<file path="config.mk">
export PLATFORM = sky130hd
export DESIGN_NAME = ast_serial_top
export DESIGN_NICKNAME = d
export VERILOG_FILES = /design/src/ast_pkg.sv /design/src/ast_serial_top.sv
export SDC_FILE = /design/constraint.sdc
export NUM_CORES = 1
export LEC_CHECK = 0
export BUFFER_PORTS_ARGS = -buffer_cell sky130_fd_sc_hd__buf_2
export CELL_PAD_IN_SITES_DETAIL_PLACEMENT = 2
export CELL_PAD_IN_SITES_GLOBAL_PLACEMENT = 2
export CORE_ASPECT_RATIO = 0.6
export CORE_MARGIN = 10
export CORE_UTILIZATION = 34
export DETAILED_ROUTE_END_ITERATION = 10
export GPL_TIMING_DRIVEN = 0
export HOLD_SLACK_MARGIN = 0.06
export PLACE_DENSITY_LB_ADDON = 0.3
export SLEW_MARGIN = 20
export SYNTH_ARGS = -nofsm -noshare
export SYNTH_HDL_FRONTEND = slang
export SYNTH_SLANG_ARGS = --single-unit
</file>
<file path="constraint.sdc">
create_clock -name mclk -period 1.95 [get_ports mclk]
set_input_delay 0.0975 -clock mclk [delete_from_list [all_inputs] [get_ports mclk]]
set_output_delay 0.0975 -clock mclk [all_outputs]
set_load 0.02 [all_outputs]
</file>
<file path="src/ast_pkg.sv">
// constants for the asynchronous serial transceiver: map, fields, timing
// assumes a 32-bit classic wishbone slave with byte addresses on an 8-bit bus
package ast_pkg;
  // register byte addresses
  localparam logic [7:0] OFS_GIC   = 8'h00;
  localparam logic [7:0] OFS_FLAGS = 8'h04;
  localparam logic [7:0] OFS_ENAB  = 8'h08;
  localparam logic [7:0] OFS_PRIO  = 8'h0c;
  localparam logic [7:0] OFS_RCS   = 8'h10;
  localparam logic [7:0] OFS_THB   = 8'h14;
  localparam logic [7:0] OFS_TXS   = 8'h18;
  localparam logic [7:0] OFS_BLC   = 8'h1c;
  localparam logic [7:0] OFS_DIVH  = 8'h20;
  localparam logic [7:0] OFS_DIVL  = 8'h24;
  localparam logic [7:0] OFS_RDB   = 8'h28;
  // field positions
  localparam int GIC_GLOBAL = 7;
  localparam int GIC_PERIPH = 6;
  localparam int FLG_RX     = 5;
  localparam int FLG_TX     = 4;
  localparam int RCS_PORT   = 7;
  localparam int RCS_RX9    = 6;
  localparam int RCS_CONTINUOUS_RECEIVE_ENABLE   = 4;
  localparam int RCS_ADDRESS_DETECT_ENABLE  = 3;
  localparam int RCS_FRAMING_ERROR   = 2;
  localparam int RCS_OVERRUN_ERROR   = 1;
  localparam int RCS_RX_NINTH_BIT   = 0;
  localparam int TXS_TX9    = 6;
  localparam int TXS_TRANSMIT_ENABLE   = 5;
  localparam int TXS_SYNC   = 4;
  localparam int TXS_BAUD_HIGH_SPEED   = 2;
  localparam int TXS_SHIFTER_EMPTY   = 1;
  localparam int TXS_TX_NINTH_BIT   = 0;
  localparam int BLC_RXINV  = 5;
  localparam int BLC_TXINV  = 4;
  localparam int BLC_WIDE   = 3;
  // reset values
  localparam logic [7:0] RST_BYTE = 8'h00;
  // timing
  localparam logic [3:0] OS_LAST    = 4'hf;
  localparam logic [3:0] OS_MID     = 4'h7;
  localparam logic [1:0] PRE_LAST   = 2'h3;
  localparam logic [3:0] TX_BITS_8  = 4'ha;
  localparam logic [3:0] TX_BITS_9  = 4'hb;
  localparam logic [3:0] RX_LAST_8  = 4'h7;
  localparam logic [3:0] RX_LAST_9  = 4'h8;
  localparam logic [1:0] RX_DEPTH   = 2'h2;
  typedef enum logic [1:0] {RX_IDLE, RX_START, RX_DATA, RX_STOP} ast_rx_state_t;
endpackage

</file>
<file path="src/ast_serial_top.sv">
// asynchronous serial transceiver: baud generator, transmitter, receiver
// assumes a classic wishbone master on mclk and an rx pin from another domain
`timescale 1ns/1ps

// Notes on behaviour
// - runs only with clocked-mode select clear; start, 8 or 9 data, stop
// - lsb first both ways; shared baud, separate nine-bit and invert selects, independent paths
// - oversample tick is x16 bit rate; x64 divider when both speed bits clear
// - no hardware parity; ninth bit carries it if software wants
// - tx pin inverted by tx_invert, rx pin inverted by rx_invert
// - shifter reloads only after stop bit, at once if buffer holds data
// - buffer to shifter move takes one cycle, then buffer empty; flag set two cycles after that
// - tx empty flag needs transmit_enable, not writable, cleared by a buffer write or by clearing transmit_enable
// - tx empty flag follows a buffer write in the second cycle after
// - read-only shifter_empty status, no interrupt path
// - setting transmit_enable sets the tx empty flag
// - writing the holding buffer after enabling starts a character
// - ninth tx bit taken from tx_ninth_bit when tx_ninth_enable is set
// - receiver samples at x16 and shifts data at the bit rate
// - receiver runs under continuous receive; rx ready flag and irq request
// - receive status shows head ninth bit and errors before data is read
// - clearing continuous receive clears the latched overrun error
// - overrun set when a third character ends with two unread
// - with ninth bit and address detect, only address characters are kept
// - irq out needs global and peripheral gates plus the own enable
// - unimplemented bits read zero
module ast_serial_top #(
  parameter int ADR_W = 8
) (
  // clock and reset
  input  wire logic              mclk,
  input  wire logic              arst_n,
  // wishbone slave
  input  wire logic              wb_cyc_i,
  input  wire logic              wb_stb_i,
  input  wire logic              wb_we_i,
  input  wire logic [ADR_W-1:0]  wb_adr_i,
  input  wire logic [3:0]        wb_sel_i,
  input  wire logic [31:0]       wb_dat_i,
  output logic      [31:0]       wb_dat_o,
  output logic                   wb_ack_o,
  // serial pins
  input  wire logic              rx_pin,
  output logic                   tx_pin,
  // interrupt request to the processor
  output logic                   cpu_irq
);

  if (ADR_W != 8) begin : g_chk
    $error("ast_serial_top supports ADR_W of 8 only");
  end

  // bus decode
  logic       acc;
  logic       wr;
  logic       rd;
  logic [7:0] adr;
  logic [7:0] wbyte;
  assign acc   = wb_cyc_i & wb_stb_i & ~wb_ack_o;
  assign wr    = acc & wb_we_i & wb_sel_i[0];
  assign rd    = acc & ~wb_we_i;
  assign adr   = wb_adr_i;
  assign wbyte = wb_dat_i[7:0];

  // control registers
  logic       gie_r, peripheral_irq_gate_r, rx_irq_enable_r, tx_irq_enable_r, rx_irq_priority_r, txip_r;
  logic       port_enable_r, rx9_r, continuous_receive_enable_r, address_detect_enable_r;
  logic       tx9_r, transmit_enable_r, sync_r, baud_high_speed_r, tx_ninth_bit_r;
  logic       rxinv_r, txinv_r, wide_r;
  logic [7:0] divh_r, divl_r;

  always_ff @(posedge mclk or negedge arst_n) begin
    if (!arst_n) begin
      gie_r   <= 1'b0;
      peripheral_irq_gate_r  <= 1'b0;
      rx_irq_enable_r  <= 1'b0;
      tx_irq_enable_r  <= 1'b0;
      rx_irq_priority_r  <= 1'b0;
      txip_r  <= 1'b0;
      port_enable_r  <= 1'b0;
      rx9_r   <= 1'b0;
      continuous_receive_enable_r  <= 1'b0;
      address_detect_enable_r <= 1'b0;
      tx9_r   <= 1'b0;
      transmit_enable_r  <= 1'b0;
      sync_r  <= 1'b0;
      baud_high_speed_r  <= 1'b0;
      tx_ninth_bit_r  <= 1'b0;
      rxinv_r <= 1'b0;
      txinv_r <= 1'b0;
      wide_r  <= 1'b0;
      divh_r  <= ast_pkg::RST_BYTE;
      divl_r  <= ast_pkg::RST_BYTE;
    end else if (wr) begin
      case (adr)
        ast_pkg::OFS_GIC: begin
          gie_r  <= wbyte[ast_pkg::GIC_GLOBAL];
          peripheral_irq_gate_r <= wbyte[ast_pkg::GIC_PERIPH];
        end
        ast_pkg::OFS_ENAB: begin
          rx_irq_enable_r <= wbyte[ast_pkg::FLG_RX];
          tx_irq_enable_r <= wbyte[ast_pkg::FLG_TX];
        end
        ast_pkg::OFS_PRIO: begin
          rx_irq_priority_r <= wbyte[ast_pkg::FLG_RX];
          txip_r <= wbyte[ast_pkg::FLG_TX];
        end
        ast_pkg::OFS_RCS: begin
          port_enable_r  <= wbyte[ast_pkg::RCS_PORT];
          rx9_r   <= wbyte[ast_pkg::RCS_RX9];
          continuous_receive_enable_r  <= wbyte[ast_pkg::RCS_CONTINUOUS_RECEIVE_ENABLE];
          address_detect_enable_r <= wbyte[ast_pkg::RCS_ADDRESS_DETECT_ENABLE];
        end
        ast_pkg::OFS_TXS: begin
          tx9_r  <= wbyte[ast_pkg::TXS_TX9];
          transmit_enable_r <= wbyte[ast_pkg::TXS_TRANSMIT_ENABLE];
          sync_r <= wbyte[ast_pkg::TXS_SYNC];
          baud_high_speed_r <= wbyte[ast_pkg::TXS_BAUD_HIGH_SPEED];
          tx_ninth_bit_r <= wbyte[ast_pkg::TXS_TX_NINTH_BIT];
        end
        ast_pkg::OFS_BLC: begin
          rxinv_r <= wbyte[ast_pkg::BLC_RXINV];
          txinv_r <= wbyte[ast_pkg::BLC_TXINV];
          wide_r  <= wbyte[ast_pkg::BLC_WIDE];
        end
        ast_pkg::OFS_DIVH: divh_r <= wbyte;
        ast_pkg::OFS_DIVL: divl_r <= wbyte;
        default: ;
      endcase
    end
  end

  // baud generator
  logic [15:0] brg_cnt_r;
  logic [15:0] brg_div;
  logic [1:0]  pre_r;
  logic        brg_tick;
  logic        mult64;
  logic        os_tick;
  assign brg_div  = wide_r ? {divh_r, divl_r} : {8'h00, divl_r};
  assign brg_tick = (brg_cnt_r == 16'h0000);
  assign mult64   = ~baud_high_speed_r & ~wide_r;
  assign os_tick  = brg_tick & (~mult64 | (pre_r == ast_pkg::PRE_LAST));

  always_ff @(posedge mclk or negedge arst_n) begin
    if (!arst_n) begin
      brg_cnt_r <= 16'h0000;
      pre_r     <= 2'h0;
    end else if (brg_tick) begin
      brg_cnt_r <= brg_div;
      pre_r     <= pre_r + 2'h1;
    end else begin
      brg_cnt_r <= brg_cnt_r - 16'h0001;
    end
  end

  // transmitter
  logic        run_tx;
  logic        thb_wr;
  logic        tx_load;
  logic [7:0]  hold_r;
  logic        hold9_r;
  logic        hold_full_r;
  logic [10:0] tsr_r;
  logic [3:0]  tx_left_r;
  logic [3:0]  tx_os_r;
  logic        tsr_empty_r;
  logic        tx_buffer_empty_flag_pipe_r;
  logic        tx_buffer_empty_flag_r;
  assign run_tx  = port_enable_r & transmit_enable_r & ~sync_r;
  assign thb_wr  = wr & (adr == ast_pkg::OFS_THB);
  assign tx_load = run_tx & hold_full_r & tsr_empty_r;

  always_ff @(posedge mclk or negedge arst_n) begin
    if (!arst_n) begin
      hold_r      <= ast_pkg::RST_BYTE;
      hold9_r     <= 1'b0;
      hold_full_r <= 1'b0;
    end else begin
      if (thb_wr) begin
        hold_r  <= wbyte;
        hold9_r <= tx_ninth_bit_r;
      end
      hold_full_r <= thb_wr | (hold_full_r & ~tx_load);
    end
  end

  always_ff @(posedge mclk or negedge arst_n) begin
    if (!arst_n) begin
      tsr_r       <= 11'h7ff;
      tx_left_r   <= 4'h0;
      tx_os_r     <= 4'h0;
      tsr_empty_r <= 1'b1;
    end else if (!run_tx) begin
      tsr_empty_r <= 1'b1;
    end else if (tx_load) begin
      // stop, ninth or stop, data, start; shifted out from bit 0
      tsr_r       <= {1'b1, (tx9_r ? hold9_r : 1'b1), hold_r, 1'b0};
      tx_left_r   <= tx9_r ? ast_pkg::TX_BITS_9 : ast_pkg::TX_BITS_8;
      tx_os_r     <= 4'h0;
      tsr_empty_r <= 1'b0;
    end else if (!tsr_empty_r && os_tick) begin
      tx_os_r <= tx_os_r + 4'h1;
      if (tx_os_r == ast_pkg::OS_LAST) begin
        tsr_r     <= {1'b1, tsr_r[10:1]};
        tx_left_r <= tx_left_r - 4'h1;
        if (tx_left_r == 4'h1) begin
          tsr_empty_r <= 1'b1;
        end
      end
    end
  end

  // flag lags the buffer state by two cycles
  always_ff @(posedge mclk or negedge arst_n) begin
    if (!arst_n) begin
      tx_buffer_empty_flag_pipe_r <= 1'b0;
      tx_buffer_empty_flag_r      <= 1'b0;
    end else begin
      tx_buffer_empty_flag_pipe_r <= transmit_enable_r & ~hold_full_r;
      tx_buffer_empty_flag_r      <= tx_buffer_empty_flag_pipe_r;
    end
  end

  always_ff @(posedge mclk or negedge arst_n) begin
    if (!arst_n) begin
      tx_pin <= 1'b1;
    end else begin
      tx_pin <= ((tsr_empty_r | ~port_enable_r) ? 1'b1 : tsr_r[0]) ^ txinv_r;
    end
  end

  // receiver
  logic                   rx_s1_r, rx_s2_r;
  logic                   rx_line;
  logic                   run_rx;
  ast_pkg::ast_rx_state_t rx_st_r;
  logic [3:0]             rx_os_r;
  logic [3:0]             rx_bit_r;
  logic [8:0]             rx_sh_r;
  logic                   rx_done_r;
  logic                   rx_framing_error_r;
  assign rx_line = rx_s2_r ^ rxinv_r;
  assign run_rx  = port_enable_r & continuous_receive_enable_r & ~sync_r;

  always_ff @(posedge mclk or negedge arst_n) begin
    if (!arst_n) begin
      rx_s1_r <= 1'b1;
      rx_s2_r <= 1'b1;
    end else begin
      rx_s1_r <= rx_pin;
      rx_s2_r <= rx_s1_r;
    end
  end

  always_ff @(posedge mclk or negedge arst_n) begin
    if (!arst_n) begin
      rx_st_r   <= ast_pkg::RX_IDLE;
      rx_os_r   <= 4'h0;
      rx_bit_r  <= 4'h0;
      rx_sh_r   <= 9'h000;
      rx_done_r <= 1'b0;
      rx_framing_error_r <= 1'b0;
    end else begin
      rx_done_r <= 1'b0;
      if (!run_rx) begin
        rx_st_r <= ast_pkg::RX_IDLE;
      end else if (os_tick) begin
        rx_os_r <= rx_os_r + 4'h1;
        case (rx_st_r)
          ast_pkg::RX_IDLE: begin
            rx_os_r <= 4'h0;
            if (!rx_line) begin
              rx_st_r <= ast_pkg::RX_START;
            end
          end
          ast_pkg::RX_START: begin
            if (rx_os_r == ast_pkg::OS_MID) begin
              rx_os_r  <= 4'h0;
              rx_bit_r <= 4'h0;
              rx_st_r  <= rx_line ? ast_pkg::RX_IDLE : ast_pkg::RX_DATA;
            end
          end
          ast_pkg::RX_DATA: begin
            if (rx_os_r == ast_pkg::OS_LAST) begin
              rx_sh_r  <= {rx_line, rx_sh_r[8:1]};
              rx_bit_r <= rx_bit_r + 4'h1;
              if (rx_bit_r == (rx9_r ? ast_pkg::RX_LAST_9 : ast_pkg::RX_LAST_8)) begin
                rx_st_r <= ast_pkg::RX_STOP;
              end
            end
          end
          ast_pkg::RX_STOP: begin
            if (rx_os_r == ast_pkg::OS_LAST) begin
              rx_done_r <= 1'b1;
              rx_framing_error_r <= ~rx_line;
              rx_st_r   <= ast_pkg::RX_IDLE;
            end
          end
          default: rx_st_r <= ast_pkg::RX_IDLE;
        endcase
      end
    end
  end

  // two-entry receive buffer of {framing_error, ninth, data}
  logic [9:0] rx_mem [0:1];
  logic       rx_wp_r, rx_rp_r;
  logic [1:0] rx_cnt_r;
  logic       overrun_error_r;
  logic [7:0] rx_data;
  logic       rx_ninth;
  logic       addr_ok;
  logic       rx_accept;
  logic       rx_push;
  logic       rx_pop;
  logic [9:0] rx_head;
  assign rx_data   = rx9_r ? rx_sh_r[7:0] : rx_sh_r[8:1];
  assign rx_ninth  = rx9_r & rx_sh_r[8];
  assign addr_ok   = ~(rx9_r & address_detect_enable_r) | rx_ninth;
  assign rx_accept = rx_done_r & addr_ok & ~overrun_error_r;
  assign rx_push   = rx_accept & (rx_cnt_r != ast_pkg::RX_DEPTH);
  assign rx_pop    = rd & (adr == ast_pkg::OFS_RDB) & (rx_cnt_r != 2'h0);
  assign rx_head   = (rx_cnt_r != 2'h0) ? rx_mem[rx_rp_r] : 10'h000;

  always_ff @(posedge mclk or negedge arst_n) begin
    if (!arst_n) begin
      rx_mem[0] <= 10'h000;
      rx_mem[1] <= 10'h000;
      rx_wp_r   <= 1'b0;
      rx_rp_r   <= 1'b0;
      rx_cnt_r  <= 2'h0;
    end else begin
      if (rx_push) begin
        rx_mem[rx_wp_r] <= {rx_framing_error_r, rx_ninth, rx_data};
        rx_wp_r         <= ~rx_wp_r;
      end
      if (rx_pop) begin
        rx_rp_r <= ~rx_rp_r;
      end
      rx_cnt_r <= rx_cnt_r + {1'b0, rx_push} - {1'b0, rx_pop};
    end
  end

  always_ff @(posedge mclk or negedge arst_n) begin
    if (!arst_n) begin
      overrun_error_r <= 1'b0;
    end else if (rx_accept && rx_cnt_r == ast_pkg::RX_DEPTH) begin
      overrun_error_r <= 1'b1;
    end else if (!continuous_receive_enable_r) begin
      overrun_error_r <= 1'b0;
    end
  end

  // read mux
  logic [7:0] rdata_nxt;
  always_comb begin
    rdata_nxt = 8'h00;
    case (adr)
      ast_pkg::OFS_GIC: begin
        rdata_nxt[ast_pkg::GIC_GLOBAL] = gie_r;
        rdata_nxt[ast_pkg::GIC_PERIPH] = peripheral_irq_gate_r;
      end
      ast_pkg::OFS_FLAGS: begin
        rdata_nxt[ast_pkg::FLG_RX] = (rx_cnt_r != 2'h0);
        rdata_nxt[ast_pkg::FLG_TX] = tx_buffer_empty_flag_r;
      end
      ast_pkg::OFS_ENAB: begin
        rdata_nxt[ast_pkg::FLG_RX] = rx_irq_enable_r;
        rdata_nxt[ast_pkg::FLG_TX] = tx_irq_enable_r;
      end
      ast_pkg::OFS_PRIO: begin
        rdata_nxt[ast_pkg::FLG_RX] = rx_irq_priority_r;
        rdata_nxt[ast_pkg::FLG_TX] = txip_r;
      end
      ast_pkg::OFS_RCS: begin
        rdata_nxt[ast_pkg::RCS_PORT]  = port_enable_r;
        rdata_nxt[ast_pkg::RCS_RX9]   = rx9_r;
        rdata_nxt[ast_pkg::RCS_CONTINUOUS_RECEIVE_ENABLE]  = continuous_receive_enable_r;
        rdata_nxt[ast_pkg::RCS_ADDRESS_DETECT_ENABLE] = address_detect_enable_r;
        rdata_nxt[ast_pkg::RCS_FRAMING_ERROR]  = rx_head[9];
        rdata_nxt[ast_pkg::RCS_OVERRUN_ERROR]  = overrun_error_r;
        rdata_nxt[ast_pkg::RCS_RX_NINTH_BIT]  = rx_head[8];
      end
      ast_pkg::OFS_THB: rdata_nxt = hold_r;
      ast_pkg::OFS_TXS: begin
        rdata_nxt[ast_pkg::TXS_TX9]  = tx9_r;
        rdata_nxt[ast_pkg::TXS_TRANSMIT_ENABLE] = transmit_enable_r;
        rdata_nxt[ast_pkg::TXS_SYNC] = sync_r;
        rdata_nxt[ast_pkg::TXS_BAUD_HIGH_SPEED] = baud_high_speed_r;
        rdata_nxt[ast_pkg::TXS_SHIFTER_EMPTY] = tsr_empty_r;
        rdata_nxt[ast_pkg::TXS_TX_NINTH_BIT] = tx_ninth_bit_r;
      end
      ast_pkg::OFS_BLC: begin
        rdata_nxt[ast_pkg::BLC_RXINV] = rxinv_r;
        rdata_nxt[ast_pkg::BLC_TXINV] = txinv_r;
        rdata_nxt[ast_pkg::BLC_WIDE]  = wide_r;
      end
      ast_pkg::OFS_DIVH: rdata_nxt = divh_r;
      ast_pkg::OFS_DIVL: rdata_nxt = divl_r;
      ast_pkg::OFS_RDB:  rdata_nxt = rx_head[7:0];
      default:           rdata_nxt = 8'h00;
    endcase
  end

  always_ff @(posedge mclk or negedge arst_n) begin
    if (!arst_n) begin
      wb_ack_o <= 1'b0;
      wb_dat_o <= 32'h0000_0000;
    end else begin
      wb_ack_o <= acc;
      wb_dat_o <= rd ? {24'h00_0000, rdata_nxt} : 32'h0000_0000;
    end
  end

  always_ff @(posedge mclk or negedge arst_n) begin
    if (!arst_n) begin
      cpu_irq <= 1'b0;
    end else begin
      cpu_irq <= gie_r & peripheral_irq_gate_r & (((rx_cnt_r != 2'h0) & rx_irq_enable_r) | (tx_buffer_empty_flag_r & tx_irq_enable_r));
    end
  end

endmodule

</file>
==> flow_summary.ini <==
[status]
outcome = finished with violations
violations = negative setup slack

[sta]
slew_headroom = 0.5289
clock.fmax_ghz = 0.4724
worst_pin_slew_ns = 0.7001
fin_ws_ns = -0.1669
finalSetupViolCount = 33
rsz0062_at_grt = true
finalSetupTns_ns = -2.593
fin_crit_sh = 1.086
slew_violations = 0
hold_viol_final = 0
fin_skew_ns = 0.009448
min_period_ns = 2.117

[die]
num_rows = 40
die_w_um = 205.8
start_util = 0.3490
ios = 85
design.core.area_um2 = 20170
die_h_um = 131.5
die-area_um2 = 27050

[synth]
async_flop_share = 1.000
syn_inst = 656
netlist_area_um2 = 7039
yosys.area.top_type = dfrtp_1
yosysWarnings = 0
ys_top_cells_by_area = dfrtp_1 (46%), mux2_2 (8.8%), dfstp_2 (5.2%)
synth_flop_cell = dfrtp_1
yosysTopAreaCellShare = 0.4550
syn_area_per_cell_um2 = 10.73
ys_ff_latch = 142
synth.distinct_cells = 67
yosysSeqAreaShare = 0.5073
synth_edf_count = 0

[power]
ir_worst_vdd_mv = 0.6224
powerDensity_nw_per_um2 = 912.1
power.leakage_nw = 4.167

[cells_and_area]
most-common-layout-cells = dfrtp_1 (125), nand2_1 (61), buf_4 (59)
fillers = 2080
area_delta_synth_final_pct = 31.69
final-seq-area_um2 = 3575
fin_area_um2 = 9270
nNetsFinal = 842
final_common_cell = dfrtp_1
n_antenna_cell = 0
multi_input_area_um2 = 3621
drive_gt1_frac = 0.3643

[worst_setup_path]
worstPathMaxFanout = 5
setup.worst_path.class = reg2reg
cp.required_ns = 2.27
critPathSlowestCell = dfrtp_1
crit_chain = inv_2, ha_4, nor4b_4, and4_4, buf_6, nand2_8, nor4_4, mux2_4
start_kind = flip-flop
critPathCaptureType = flip-flop
cp_data_arrival_time_ns = 2.44
cpPeakStageDelay_ns = 0.40

[clock_tree]
insertion_delay_ns = 0.44
root_buffer = clkbuf_16
htreeDepth = 4
numClockSinks = 142
tritoncts = built
clkTransAtPathRegs_ns = 0.07
cts_buffers = 17
clock_path_buffers = 2

[grt]
grt_max_degree = 96
gr-usage-all-layers = 0.1876
overflow = 0
antenna_found_initial = 1
grt_pass1_vias = 6418
grt_pass1_wl_um = 39120

[min_path]
worstHoldPathType = in2reg

[routing]
wirelength_um = 24990
ant_nets = 0
drtIter0Drc = 334
vias = 5690
wire_per_inst_um = 23.37
firstDrtPassIters = 4
via_per_inst = 5.323
drc = 0

[placement]
dpl_cell_area_um2 = 7697
place_congestion = 0.8619
port_buffers = 31
hpwl_um = 16840

[job]
maxCapViolCount = 0
metal layers:
| metal | track usage | share of wire | vias to the layer above |
|---|---|---|---|
| li1 | - | - | 2557 |
| met5 | 0 | 0.00052 | - |
| met1 | 0.2526 | 0.46 | 2989 |
| met4 | 0.04636 | 0.011 | 2 |
| met3 | 0.04443 | 0.056 | 25 |
| met2 | 0.2959 | 0.47 | 117 |
synth_stat cells, types with 4 or more instances:
cell,n
or3_1,8
mux2i_1,35
nand2b_1,4
and4_1,4
dfstp_2,14
dfrtp_1,128
a31oi_1,4
nor2b_1,6
clkbuf_1,13
nand3b_1,8
inv_1,12
nand3_1,15
xnor2_1,11
a21oi_1,30
mux2_2,55
buf_4,25
ha_1,9
o21ai_0,41
nor4_1,4
nor2_1,56
a21o_1,4
buf_2,6
o22ai_1,6
nand4_1,7
nand2_1,65
nor3_1,11
nor2_2,5
xor2_1,4
a22oi_1,9
area by class of cell:
| cell class | instances | share of cell area |
|---|---|---|
| Clock inverter | 13 | 0.02537 |
| Clock buffer | 19 | 0.04670 |
| Sequential cell | 142 | 0.3856 |
| Tap cell | 273 | 0.03685 |
| Inverter | 12 | 0.004859 |
| Multi-Input combinational cell | 478 | 0.3906 |
| Timing Repair Buffer | 91 | 0.08044 |
| Buffer | 41 | 0.02956 |
cell families after synthesis:
kind of cell	count (synthesis)	synth area share
simple gates	223	0.1705
mux	92	0.1426
compound gates	115	0.09865
buf+inv	59	0.04586
other cells	1	0.0005327
xor+xnor	15	0.01866
flops	142	0.5073
fa+ha+maj	9	0.01600
worst max-delay path: cells and delay by family, from the launching register on:
| kind | cells | cell delay [ns] |
|---|---|---|
| flip-flops | 1 | 0.40 |
| AND/OR/NAND/NOR | 4 | 0.91 |
| adder cells (fa/ha/maj) | 1 | 0.13 |
| buffers and inverters | 2 | 0.21 |
| multiplexers | 1 | 0.33 |
power by group:
group | switching (mW) | internal, mW | total [mW]
logic | 0.645 | 0.567 | 1.21
registers | 0.288 | 3.14 | 3.43
clock network | 1.40 | 2.41 | 3.81
total | 2.33 | 6.12 | 8.46
through the flow:
step	hold slack (ns)	cells	util	setup WS (ns)	total power [mW]
6_report	0.1005	1069	0.4596	-0.1669	8.455
5_1_grt	0.08550	1069	0.4596	-0.2651	8.810
4_1_cts	0.06302	1053	0.4453	-0.1470	8.406
3_5_place_dp	0.02511	984	0.3816	-0.6643	4.292
3_3_place_gp	0.2025	983	0.3798	-1.213	4.200
2_1_floorplan	-0.1981	679	-	-0.01293	3.963
timing repair:
action,4_1_cts,5_1_grt
endpoints found under the setup margin,117,116
hold endpoints to repair,153,0
gates resized for setup,76,52
hold buffers,10,0
pin swaps,24,34
setup buffers,31,24
state kept, by name, summed over array words and instances, names as in the netlist, 8 cells and up:
signal / count
tsr_r: 10
rx_mem: 20
rx_sh_r: 9
brg_cnt_r: 16
divh_r: 8
wb_dat_o: 8
hold_r: 8
divl_r: 8
worst paths after layout:
check,start,end,slack [ns],cells after the start
min reg2reg,rx_s1_r,rx_s2_r,0.36,0
max,brg_cnt_r[0],rx_framing_error_r,-0.17,8
max reg2reg,brg_cnt_r[0],rx_framing_error_r,-0.17,8
min,wb_adr_i[0],wb_dat_o[7],0.10,4
max in group asynchronous,arst_n,rx_s2_r,0.96,3
min in group asynchronous,arst_n,brg_cnt_r[11],0.15,2
No activity file was read; power rests on OpenSTA's default activity.
